## src/inc/bpw_pkg.sv

```systemverilog
// package for the board power-loss, fan and watchdog supervisor
// assumes one 40 MHz system clock and synchronous inputs
package bpw_pkg;

  // ----------------------------------------------------------------
  // clock and time base
  // ----------------------------------------------------------------
  localparam int unsigned     CLK_HZ          = 32'h0262_5A00; // 40 MHz
  localparam int unsigned     LOSS_WINDOW_S   = 32'h0000_001E; // 30 s
  localparam longint unsigned LOSS_WINDOW_CYC = longint'(LOSS_WINDOW_S) * CLK_HZ;
  localparam int unsigned     TACH_GATE_MS    = 32'h0000_03E8; // 1000 ms
  localparam longint unsigned TACH_GATE_CYC   = longint'(CLK_HZ / 32'h0000_03E8) * TACH_GATE_MS;
  localparam int unsigned     RUNTIME_TICK_S  = 32'h0000_0001;
  localparam longint unsigned RUNTIME_TICK_CYC = longint'(RUNTIME_TICK_S) * CLK_HZ;

  // ----------------------------------------------------------------
  // fan drive and speed sense
  // ----------------------------------------------------------------
  localparam int unsigned DUTY_W         = 32'h0000_0008;
  localparam int unsigned RPM_W          = 32'h0000_0010;
  localparam int unsigned PULSES_PER_REV = 32'h0000_0002;
  // gates per minute over pulses per rev: 60000 ms / (1000 ms * 2)
  localparam int unsigned RPM_SCALE      = 32'h0000_EA60 / (TACH_GATE_MS * PULSES_PER_REV);
  localparam logic [2:0]  PWM_PRESC_LAST = 3'h5; // six clocks per pwm step, about 26 kHz
  localparam logic [7:0]  DUTY_FULL      = 8'hFF;
  localparam logic [15:0] RPM_MAX        = 16'hFFFF;

  // ----------------------------------------------------------------
  // watchdog and counters
  // ----------------------------------------------------------------
  localparam int unsigned WD_STAGES = 32'h0000_0003;
  localparam int unsigned WD_TMO_W  = 32'h0000_0018;
  localparam int unsigned CNT_W     = 32'h0000_0020;
  localparam logic        LAST_STATE_RST = 1'b0;

  // ----------------------------------------------------------------
  // enumerations
  // ----------------------------------------------------------------
  typedef enum logic [1:0] {
    POL_TURN_ON    = 2'h0,
    POL_REMAIN_OFF = 2'h1,
    POL_LAST_STATE = 2'h2
  } bpw_policy_t;

  // gray order off -> on -> watch -> lost
  typedef enum logic [1:0] {
    SUP_OFF   = 2'b00,
    SUP_ON    = 2'b01,
    SUP_WATCH = 2'b11,
    SUP_LOST  = 2'b10
  } bpw_sup_t;

  typedef enum logic [1:0] {
    WD_ACT_NONE   = 2'h0,
    WD_ACT_RESET  = 2'h1,
    WD_ACT_PWRBTN = 2'h2,
    WD_ACT_NMI    = 2'h3
  } bpw_wd_act_t;

endpackage : bpw_pkg

```

## src/inc/bpw_fan_if.sv

```systemverilog
// signals between the supervisor and its fan drive block
// assumes both ends share the system clock
`timescale 1ns/1ps
`default_nettype none
interface bpw_fan_if;
  logic [7:0]  duty;
  logic        sense;
  logic        drive;
  logic [15:0] rpm;
  logic        rpm_valid;
  modport fan (input duty, input sense, output drive, output rpm, output rpm_valid);
  modport ctl (output duty, output sense, input drive, input rpm, input rpm_valid);
endinterface : bpw_fan_if
`default_nettype wire

```

## src/rtl/bpw_fan_drive.sv

```systemverilog
// fan pwm drive and tachometer speed readout
// assumes sense input synchronous to i_clk_sys, two pulses per revolution
`timescale 1ns/1ps
`default_nettype none
module bpw_fan_drive
  import bpw_pkg::*;
#(
  parameter int unsigned P_GATE_CYC = 32'(TACH_GATE_CYC)
) (
  // clock and reset
  input wire logic i_clk_sys,
  input wire logic i_reset_n,
  // fan side
  bpw_fan_if.fan   fan
);

  // ----------------------------------------------------------------
  // pwm drive
  // ----------------------------------------------------------------
  logic [2:0]  presc_q;
  logic [7:0]  pwm_cnt_q;
  logic        drive_q;

  // prescaled 8-bit ramp compared with the duty
  always_ff @(posedge i_clk_sys) begin
    if (!i_reset_n) begin
      presc_q   <= 3'h0;
      pwm_cnt_q <= 8'h00;
      drive_q   <= 1'b0;
    end else begin
      presc_q <= (presc_q == PWM_PRESC_LAST) ? 3'h0 : presc_q + 3'h1;
      if (presc_q == PWM_PRESC_LAST) begin
        pwm_cnt_q <= pwm_cnt_q + 8'h01;
      end
      drive_q <= (fan.duty == DUTY_FULL) || (pwm_cnt_q < fan.duty);
    end
  end
  assign fan.drive = drive_q;

  // ----------------------------------------------------------------
  // tachometer gate counter
  // ----------------------------------------------------------------
  logic        sense_prev_q;
  logic [31:0] gate_cnt_q;
  logic [15:0] pulse_cnt_q;
  logic [15:0] rpm_q;
  logic        rpm_valid_q;
  logic        rise;
  logic        gate_end;
  logic [31:0] rpm_prod;

  assign rise     = fan.sense & ~sense_prev_q;
  assign gate_end = (gate_cnt_q == P_GATE_CYC - 32'h1);
  assign rpm_prod = 32'(pulse_cnt_q) * RPM_SCALE;

  // pulses counted over a fixed gate, scaled and halved to rpm
  always_ff @(posedge i_clk_sys) begin
    if (!i_reset_n) begin
      sense_prev_q <= 1'b0;
      gate_cnt_q   <= 32'h0000_0000;
      pulse_cnt_q  <= 16'h0000;
      rpm_q        <= 16'h0000;
      rpm_valid_q  <= 1'b0;
    end else begin
      sense_prev_q <= fan.sense;
      rpm_valid_q  <= gate_end;
      if (gate_end) begin
        gate_cnt_q  <= 32'h0000_0000;
        pulse_cnt_q <= {15'h0000, rise}; // an edge on the last cycle opens the next gate
        rpm_q       <= (rpm_prod > 32'(RPM_MAX)) ? RPM_MAX : rpm_prod[15:0];
      end else begin
        gate_cnt_q <= gate_cnt_q + 32'h1;
        if (rise && pulse_cnt_q != 16'hFFFF) begin
          pulse_cnt_q <= pulse_cnt_q + 16'h0001;
        end
      end
    end
  end
  assign fan.rpm       = rpm_q;
  assign fan.rpm_valid = rpm_valid_q;
endmodule : bpw_fan_drive
`default_nettype wire

```

## src/rtl/bpw_board_supervisor.sv

```systemverilog
// board supervisor: power-loss classification and restore policy,
// software watchdog, runtime and boot counters, fan drive
// assumes synchronous inputs on one 40 MHz clock and pulse commands
//
// Contract
// - after power loss or soft-off the standby rail is watched without pause.
// - standby stable for a whole 30 s window means the system was switched off properly.
// - standby lost before the 30 s window ends is classed as an ac power loss.
// - on standby restore one chosen policy applies: turn on, remain off, or last state.
// - the 30 s window runs only while the last-state policy is chosen.
// - a loss within 30 s of a regular shutdown may leave the remembered state on.
// - with a supply that has no standby rail the policy has no effect.
// - fan speed is set by a pulse-width modulated drive output.
// - the watchdog has several successive stages restarted only by software.
// - no pin lets outside hardware trigger or restart the watchdog.
// - the watchdog has no stage action that raises a non-maskable interrupt.
// - runtime and boot counters accumulate and are readable.
`timescale 1ns/1ps
`default_nettype none
module bpw_board_supervisor
  import bpw_pkg::*;
#(
  parameter int unsigned P_WINDOW_CYC = 32'(LOSS_WINDOW_CYC),
  parameter int unsigned P_TICK_CYC   = 32'(RUNTIME_TICK_CYC),
  parameter int unsigned P_GATE_CYC   = 32'(TACH_GATE_CYC)
) (
  // clock and reset
  input  wire logic                                i_clk_sys,
  input  wire logic                                i_reset_n,
  // power supply and commands
  input  wire logic                                i_standby_ok,
  input  wire logic                                i_atx_supply,
  input  wire logic [1:0]                          i_policy,
  input  wire logic                                i_power_on_cmd,
  input  wire logic                                i_shutdown_cmd,
  output logic                                     o_system_on,
  output logic                                     o_last_state,
  output logic                                     o_evt_clean_off,
  output logic                                     o_evt_ac_loss,
  // watchdog, software side only
  input  wire logic                                i_wd_enable,
  input  wire logic                                i_wd_sw_restart,
  input  wire logic [WD_STAGES-1:0][WD_TMO_W-1:0]  i_wd_stage_tmo,
  input  wire logic [WD_STAGES-1:0][1:0]           i_wd_stage_act,
  output logic [1:0]                               o_wd_stage,
  output logic                                     o_wd_reset,
  output logic                                     o_wd_pwrbtn,
  // board information
  output logic [CNT_W-1:0]                         o_runtime_sec,
  output logic [CNT_W-1:0]                         o_boot_count,
  // fan
  input  wire logic [DUTY_W-1:0]                   i_fan_duty,
  input  wire logic                                i_fan_speed_sense,
  output logic                                     o_fan_speed_drive,
  output logic [RPM_W-1:0]                         o_fan_rpm,
  output logic                                     o_fan_rpm_valid
);

  // ----------------------------------------------------------------
  // power-loss supervisor
  // ----------------------------------------------------------------
  bpw_sup_t    sup_q, sup_d;
  logic [31:0] win_cnt_q;
  logic        last_state_q;
  logic        sys_on_q;
  logic        clean_q, loss_q;
  logic        win_done, sb_lost, restore_on, last_pol;

  assign last_pol   = (bpw_policy_t'(i_policy) == POL_LAST_STATE);
  assign win_done   = (win_cnt_q == P_WINDOW_CYC - 32'h1);
  assign sb_lost    = i_atx_supply && !i_standby_ok;
  assign restore_on = (bpw_policy_t'(i_policy) == POL_TURN_ON) || (last_pol && last_state_q);

  // next state; a supply without standby never reaches the lost state
  always_comb begin
    sup_d = sup_q;
    case (sup_q)
      SUP_OFF: begin
        if (sb_lost) sup_d = SUP_LOST;
        else if (i_power_on_cmd) sup_d = SUP_ON;
      end
      SUP_ON: begin
        if (sb_lost) sup_d = SUP_LOST;
        else if (i_shutdown_cmd) sup_d = (last_pol && i_atx_supply) ? SUP_WATCH : SUP_OFF;
      end
      SUP_WATCH: begin
        if (sb_lost) sup_d = SUP_LOST;
        else if (i_power_on_cmd) sup_d = SUP_ON;
        else if (win_done) sup_d = SUP_OFF;
      end
      SUP_LOST: begin
        if (!sb_lost) sup_d = restore_on ? SUP_ON : SUP_OFF;
      end
      default: sup_d = SUP_OFF;
    endcase
  end

  // state, on flag and event pulses
  always_ff @(posedge i_clk_sys) begin
    if (!i_reset_n) begin
      sup_q    <= SUP_OFF;
      sys_on_q <= 1'b0;
      clean_q  <= 1'b0;
      loss_q   <= 1'b0;
    end else begin
      sup_q    <= sup_d;
      sys_on_q <= (sup_d == SUP_ON);
      loss_q   <= (sup_q inside {SUP_ON, SUP_WATCH}) && sup_d == SUP_LOST;
      clean_q  <= (sup_q inside {SUP_ON, SUP_WATCH}) && sup_d == SUP_OFF;
    end
  end

  // window counter only counts in the watch state
  always_ff @(posedge i_clk_sys) begin
    if (!i_reset_n || sup_q != SUP_WATCH || sup_d != SUP_WATCH) begin
      win_cnt_q <= 32'h0000_0000;
    end else begin
      win_cnt_q <= win_cnt_q + 32'h1;
    end
  end

  // remembered state stays on through the window, so an early loss restores on
  always_ff @(posedge i_clk_sys) begin
    if (!i_reset_n) begin
      last_state_q <= LAST_STATE_RST;
    end else if (sup_q != SUP_ON && sup_d == SUP_ON) begin
      last_state_q <= 1'b1;
    end else if (sup_q != SUP_OFF && sup_d == SUP_OFF) begin
      // a restore into off clears it too, or a later loss would wrongly restore on
      last_state_q <= 1'b0;
    end
  end

  assign o_system_on     = sys_on_q;
  assign o_last_state    = last_state_q;
  assign o_evt_clean_off = clean_q;
  assign o_evt_ac_loss   = loss_q;

  // ----------------------------------------------------------------
  // multi-stage watchdog
  // ----------------------------------------------------------------
  // only firmware drives the restart strobe; there is no hardware trigger pin
  logic [1:0]          wd_stage_q;
  logic [WD_TMO_W-1:0] wd_cnt_q;
  logic                wd_reset_q, wd_pwrbtn_q;
  logic [WD_STAGES-1:0] stage_hit;
  logic                wd_fire;
  logic [1:0]          cur_act;

  function automatic logic act_is(input logic [1:0] act, input bpw_wd_act_t kind);
    act_is = (bpw_wd_act_t'(act) == kind);
  endfunction : act_is

  // per-stage expiry; a zero timeout behaves as one cycle
  genvar gs;
  generate
    for (gs = 0; gs < WD_STAGES; gs++) begin : g_stage
      assign stage_hit[gs] = (wd_cnt_q + 24'h00_0001 >= i_wd_stage_tmo[gs]);
    end
  endgenerate

  assign wd_fire = i_wd_enable && !i_wd_sw_restart && (32'(wd_stage_q) < WD_STAGES) && stage_hit[wd_stage_q];
  assign cur_act = (32'(wd_stage_q) < WD_STAGES) ? i_wd_stage_act[wd_stage_q] : 2'h0;

  // stage and count; restart beats expiry in the same cycle
  always_ff @(posedge i_clk_sys) begin
    if (!i_reset_n || !i_wd_enable || i_wd_sw_restart) begin
      wd_stage_q <= 2'h0;
      wd_cnt_q   <= 24'h00_0000;
    end else if (wd_fire) begin
      wd_stage_q <= wd_stage_q + 2'h1;
      wd_cnt_q   <= 24'h00_0000;
    end else if (32'(wd_stage_q) < WD_STAGES) begin
      wd_cnt_q <= wd_cnt_q + 24'h00_0001;
    end
  end

  // action pulses; an nmi code is silently dropped
  always_ff @(posedge i_clk_sys) begin
    if (!i_reset_n) begin
      wd_reset_q  <= 1'b0;
      wd_pwrbtn_q <= 1'b0;
    end else begin
      wd_reset_q  <= wd_fire && act_is(cur_act, WD_ACT_RESET);
      wd_pwrbtn_q <= wd_fire && act_is(cur_act, WD_ACT_PWRBTN);
    end
  end

  assign o_wd_stage  = wd_stage_q;
  assign o_wd_reset  = wd_reset_q;
  assign o_wd_pwrbtn = wd_pwrbtn_q;

  // ----------------------------------------------------------------
  // runtime and boot counters
  // ----------------------------------------------------------------
  // kept only while the supervisor logic is powered; reset clears them
  logic [31:0]      tick_q;
  logic [CNT_W-1:0] runtime_q, boot_q;

  always_ff @(posedge i_clk_sys) begin
    if (!i_reset_n) begin
      tick_q    <= 32'h0000_0000;
      runtime_q <= 32'h0000_0000;
    end else if (sys_on_q) begin
      tick_q <= (tick_q == P_TICK_CYC - 32'h1) ? 32'h0000_0000 : tick_q + 32'h1;
      if (tick_q == P_TICK_CYC - 32'h1) begin
        runtime_q <= runtime_q + 32'h1;
      end
    end
  end

  always_ff @(posedge i_clk_sys) begin
    if (!i_reset_n) begin
      boot_q <= 32'h0000_0000;
    end else if (sup_q != SUP_ON && sup_d == SUP_ON) begin
      boot_q <= boot_q + 32'h1;
    end
  end

  assign o_runtime_sec = runtime_q;
  assign o_boot_count  = boot_q;

  // ----------------------------------------------------------------
  // fan
  // ----------------------------------------------------------------
  bpw_fan_if fan_bus ();
  assign fan_bus.duty     = i_fan_duty;
  assign fan_bus.sense    = i_fan_speed_sense;
  assign o_fan_speed_drive = fan_bus.drive;
  assign o_fan_rpm        = fan_bus.rpm;
  assign o_fan_rpm_valid  = fan_bus.rpm_valid;

  bpw_fan_drive #(.P_GATE_CYC(P_GATE_CYC)) u_fan (
    .i_clk_sys (i_clk_sys),
    .i_reset_n (i_reset_n),
    .fan       (fan_bus.fan)
  );
endmodule : bpw_board_supervisor
`default_nettype wire

```

## config.mk

```make
export PLATFORM = sky130hd
export DESIGN_NAME = bpw_board_supervisor
export DESIGN_NICKNAME = d
export VERILOG_FILES = /design/src/inc/bpw_pkg.sv /design/src/inc/bpw_fan_if.sv /design/src/rtl/bpw_fan_drive.sv /design/src/rtl/bpw_board_supervisor.sv
export SDC_FILE = /design/constraint.sdc
export NUM_CORES = 1
export LEC_CHECK = 0
export BUFFER_PORTS_ARGS = -buffer_cell sky130_fd_sc_hd__buf_2
export CORE_MARGIN = 10
export CORE_UTILIZATION = 35
export DETAILED_ROUTE_END_ITERATION = 16
export PLACE_DENSITY = 0.64
export SLEW_MARGIN = 40
export SYNTH_ARGS = -nofsm -noshare
export SYNTH_HDL_FRONTEND = slang
export SYNTH_SLANG_ARGS = --single-unit
```

## constraint.sdc

```tcl
create_clock -name i_clk_sys -period 5.5 [get_ports i_clk_sys]
set_input_delay 0.275 -clock i_clk_sys [delete_from_list [all_inputs] [get_ports i_clk_sys]]
set_output_delay 0.275 -clock i_clk_sys [all_outputs]
set_load 0.01 [all_outputs]
```

==> impl_results.rst <==
.. list-table::
   :header-rows: 1

   * - Metric
     - Value
   * - Status
     - finished clean
   * - Period Utilization, post-route
     - about 90%
   * - Share of synthesized cell area in and, or, nand and nor gates
     - approximately 25%
   * - Req. time, crit path
     - between 5 and 6 ns
   * - Met1 Resource Use GR
     - between 10% and 20%
   * - Type of destination of the critical path
     - register
   * - Hold violation total from the final report
     - 0
   * - Summed instance area of the synthesized netlist
     - about 15000 sq um
   * - DR DRC count
     - 0
   * - Post-layout util
     - between 40% and 50%
   * - Post-Syn Nets
     - a little under 2000
   * - Via count
     - approximately 12000
   * - Vias in the first global route
     - roughly 12000
   * - Main synth FF type
     - sky130_fd_sc_hd__dfxtp_1
   * - Worst R2R End
     - wd_cnt_q[10]$_SDFFE_PP0N_
   * - Critical path launch point type
     - register
   * - Fraction of final layout cells sized beyond drive strength 1
     - 14.4%
   * - Pre-CTS setup slack
     - between 0.6 and 0.7 ns
   * - Number of warning messages in the yosys log
     - 0
   * - Clock tree from TritonCTS
     - yes
   * - Number of buffers inserted during clock tree synthesis
     - 27
   * - Final Skew
     - ~0.012 ns
   * - Final-layout setup total negative slack
     - 0 ns
   * - Clock slew at the register clock pins of the worst setup and hold paths
     - 0.06 ns
   * - Critical Path Fanout Max
     - 24
   * - Number of detailed-route iterations in the first pass
     - 5
   * - Area growth from synthesis to layout
     - 16.0%
   * - Xor/xnor cell area share of the yosys netlist
     - roughly 13%
   * - Reg power frac
     - 48.1%
   * - Number of H-tree levels
     - 1
   * - Final global-route overflow total
     - 0
   * - Die outline area
     - roughly 50000 sq um
   * - Combinational family with the most area after synthesis
     - simple AND/OR/NAND/NOR gates
   * - Cell chosen for the clock root
     - sky130_fd_sc_hd__clkbuf_16
   * - Total length of routed wires
     - around 35000 um
   * - Crit path from
     - wd_cnt_q[0]$_SDFFE_PP0N_
   * - Global-route wire length before repair
     - 58300 um
   * - Number of cells on the worst reg-to-reg path
     - 14
   * - Adder-cell share of the synthesized area
     - between 10 and 15%
   * - WHS Endpoint
     - o_wd_stage[0]$_SDFFE_PP0P_
   * - Critical-path top delay cell
     - sky130_fd_sc_hd__o211a_1
   * - Total routing resource utilization after global routing
     - 13.5%
   * - HPWL reported at the end of detailed placement
     - 26900 um
   * - Post-Synthesis Mean Instance Area
     - about 8.5 sq um
   * - Port buffer count
     - between 150 and 200
   * - Routability cong.
     - approximately 0.84
   * - Initial antenna violation count
     - 1
   * - Met2 Use GR
     - a little under a quarter
   * - CP Data Arrival Time
     - 5.33 ns
   * - Core Region
     - approximately 41000 sq um
   * - Die Height
     - roughly 220 um
   * - # resized after CTS
     - 0
   * - Iteration-0 DRC count of the detailed router
     - 713
   * - Hold path startpoint
     - i_wd_sw_restart
   * - Routing usage on met3
     - 2.58%
   * - Cells traversed along the worst timing path
     - ha_1 -> nand3_1 -> or2_0 -> nor3_2 -> nand4_1 -> nor2_1 -> xor2_1 -> ha_1 -> nand4_1 -> nor4_1 -> nand4_1 -> a31oi_1 -> o211a_1 -> nor4_1
   * - Share of synthesized area occupied by flip-flops and latches
     - 32.9%
   * - Final setup fails
     - 0
   * - Depth of the worst hold-timing path
     - 3
   * - Number of flops mapped to enable cells by yosys
     - 0
   * - Power density normalized to cell area
     - roughly 220 nW/um^2
   * - Critical R2R Launch
     - wd_cnt_q[0]$_SDFFE_PP0N_
   * - Number of nets in the layout
     - 2156
   * - Maximum number of pins on one net before global-route repair
     - 73
   * - Post-DRT Antenna Nets
     - 0
   * - Min Hold Slack
     - 0.0435 ns
   * - Share of synthesized area spent on multiplexers
     - less than 1%
   * - Internal power of the cells
     - roughly 0.0028 W
   * - Count of state elements after synthesis
     - 240
   * - Switching fraction of total power
     - 23.2%
   * - Combinational Power Share
     - between 5 and 6%
   * - Pwr Total
     - approximately 0.0037 W
   * - Fraction of the mapped netlist area in compound gates
     - 9.05%
   * - Number of instances in the synthesized netlist
     - approximately 1700
   * - Detailed-route wire length per cell
     - 14.4 um
   * - Hold Path Class
     - input pin to register
   * - Share of synthesized registers carrying an async set or reset
     - 0%
   * - Clk network pwr share
     - between 40% and 50%
   * - Unrepaired setup endpoints after global routing
     - no
   * - Count of antenna diodes in the layout
     - 0
   * - Power spent charging and discharging nets
     - between 0.0008 and 0.0009 W
   * - Slowest stage delay, CP
     - 0.71 ns
   * - Clock Tree Buf Depth
     - 3
   * - Worst Max-Slew Pin Slew
     - 0.787 ns
   * - Boundary pin count
     - about 190
   * - Fin crit period
     - 4.94 ns
   * - Post-CTS setup-driven buffer insertion count
     - 0
   * - Sink count of the clock tree
     - 240
   * - Std-Cell Rows
     - 74
   * - Starting utilization of the core area
     - a little over a third
   * - Horizontal die dimension
     - about 220 um
   * - Max Cap Viol
     - 0
   * - Critical Path Most Common Cell
     - sky130_fd_sc_hd__nand4_1
   * - Critical Setup Path Class
     - register to register
   * - Max Clk Rate
     - just over 0.2 GHz
   * - Final Slew Violations
     - 0
   * - Top Usage Layer GRT
     - met2
   * - Worst slew margin relative to its limit
     - a little under half
   * - Setup ws final
     - 0.562 ns
   * - Vias per cell
     - ~5
   * - Leakage power total
     - 7.36 nW
   * - Clk Latency, worst-skew pair
     - around 0.55 ns
   * - Number of distinct standard cells referenced by the synthesized netlist
     - 77
   * - Peak supply drop
     - a little under 0.2 mV
   * - Worst setup slack for register-to-register paths
     - 0.56 ns
-- Yosys cell counts, types with 11 or more instances --
library cell	count	area share, %
sky130_fd_sc_hd__clkbuf_1	36	0.92
sky130_fd_sc_hd__nor4_1	40	1.7
sky130_fd_sc_hd__nand3_1	68	2.3
sky130_fd_sc_hd__a21oi_1	65	2.2
sky130_fd_sc_hd__a21o_1	17	0.87
sky130_fd_sc_hd__or3_1	20	0.86
sky130_fd_sc_hd__nand2_1	113	2.9
sky130_fd_sc_hd__and3_1	30	1.3
sky130_fd_sc_hd__dfxtp_1	240	33
sky130_fd_sc_hd__a211oi_1	11	0.56
sky130_fd_sc_hd__nor2_1	229	5.9
sky130_fd_sc_hd__xnor2_1	93	5.6
sky130_fd_sc_hd__xor2_1	117	7.0
sky130_fd_sc_hd__ha_1	126	11
sky130_fd_sc_hd__nor3_1	31	1.1
sky130_fd_sc_hd__and4_1	15	0.90
sky130_fd_sc_hd__and2_1	14	0.60
sky130_fd_sc_hd__nor2b_1	12	0.51
sky130_fd_sc_hd__nand4_1	74	3.2
sky130_fd_sc_hd__fa_1	29	4.0
sky130_fd_sc_hd__inv_1	154	4.0
sky130_fd_sc_hd__o21ai_0	59	2.0
-- routing by layer --
| layer | vias to the layer above | share of wire (%) |
|---|---|---|
| met5 | - | 0.020 |
| met4 | 2 | 2.1 |
| met3 | 47 | 4.9 |
| met2 | 203 | 48 |
| met1 | 5871 | 45 |
| li1 | 6286 | - |
-- power by group through the flow --
stage               registers, W  clock network [W]  logic (W)
detailed placement       0.00180                  0   0.000189
CTS                      0.00176            0.00178   0.000191
floorplan                0.00180                  0   0.000110
global route             0.00176            0.00184   0.000215
global placement         0.00180                  0   0.000184
finish                   0.00176            0.00171   0.000190
-- placed cells by master, fill, tap and decap left out, types with 17 or more instances in the layout --
master	Yosys	layout
sky130_fd_sc_hd__inv_1	154	154
sky130_fd_sc_hd__xnor2_1	93	93
sky130_fd_sc_hd__xor2_1	117	117
sky130_fd_sc_hd__nor2_1	229	229
sky130_fd_sc_hd__nand3_1	68	68
sky130_fd_sc_hd__fa_1	29	29
sky130_fd_sc_hd__nor4_1	40	39
sky130_fd_sc_hd__nand2_1	113	113
sky130_fd_sc_hd__nand4_1	74	74
sky130_fd_sc_hd__and3_1	30	30
sky130_fd_sc_hd__dfxtp_1	240	240
sky130_fd_sc_hd__or3_1	20	20
sky130_fd_sc_hd__clkbuf_16	0	27
sky130_fd_sc_hd__buf_2	10	186
sky130_fd_sc_hd__ha_1	126	125
sky130_fd_sc_hd__o21ai_0	59	59
sky130_fd_sc_hd__a21oi_1	65	65
sky130_fd_sc_hd__nor3_1	31	30
sky130_fd_sc_hd__a21o_1	17	17
-- kinds of logic after synthesis --
kind of cell | after synthesis
AOI/OAI and AO/OA | 209
xor gates and xnor gates | 210
adders and majority gates | 155
buffers and inverters | 202
DFF | 240
muxes | 7
and+or+nand+nor | 705
-- worst max path at each step --
| stage | slack, ns | end | cells after the start |
|---|---|---|---|
| 4_1_cts | 0.59 | wd_cnt_q[10]$_SDFFE_PP0N_ | 14 |
| 3_5_place_dp | 0.62 | wd_cnt_q[10]$_SDFFE_PP0N_ | 14 |
| 6_report | 0.56 | wd_cnt_q[10]$_SDFFE_PP0N_ | 14 |
| 2_1_floorplan | 1.61 | wd_cnt_q[14]$_SDFFE_PP0N_ | 16 |
| 5_1_grt | 0.15 | wd_cnt_q[22]$_SDFFE_PP0N_ | 14 |
| 3_3_place_gp | 0.90 | wd_cnt_q[20]$_SDFFE_PP0N_ | 14 |
-- flip-flops by register name, indices dropped and copies added, names as in the netlist --
signal and count:
u_fan.sense_prev_q 1, o_boot_count 32, o_last_state 1, sup_q 2, o_evt_ac_loss 1, wd_cnt_q 24, o_evt_clean_off 1, o_runtime_sec 32
o_system_on 1, u_fan.presc_q 3, u_fan.fan.rpm 16, u_fan.fan.drive 1, u_fan.pulse_cnt_q 16, u_fan.fan.rpm_valid 1, win_cnt_q 32, o_wd_reset 1
u_fan.pwm_cnt_q 8, o_wd_stage 2, o_wd_pwrbtn 1, tick_q 32, u_fan.gate_cnt_q 32
-- metrics by stage --
stage / std cells / area, sq um
finish: 2452 / 17000
detailed placement: 2406 / 16100
global route: 2452 / 17000
floorplan: 1728 / 14600
global placement: 2405 / 16100
CTS: 2452 / 16900
-- cell type report --
type,count,area [sq um]
multi-input cells,1286,9080
inverters,155,582
well taps,532,666
fillers,4112,24200
clock inverters,4,41.3
flip-flops and latches,240,4800
clock buffers,41,788
repair buffers,194,997
-- what timing repair did --
item | 4_1_cts | 5_1_grt
setup endpoints to repair | 0 | 0
hold endpoints to repair | 1 | 0
hold buffers | 1 | 0
-- worst max-delay path: cells and delay by family (launching register included) --
family / cells / cell delay, ns
AOI/OAI and AO/OA: 2 / 1.05
and+or+nand+nor: 9 / 2.45
adders and majority gates: 2 / 0.46
xor gates and xnor gates: 1 / 0.31
DFF: 1 / 0.49
Note: power is estimated with default switching activity, not from simulation.
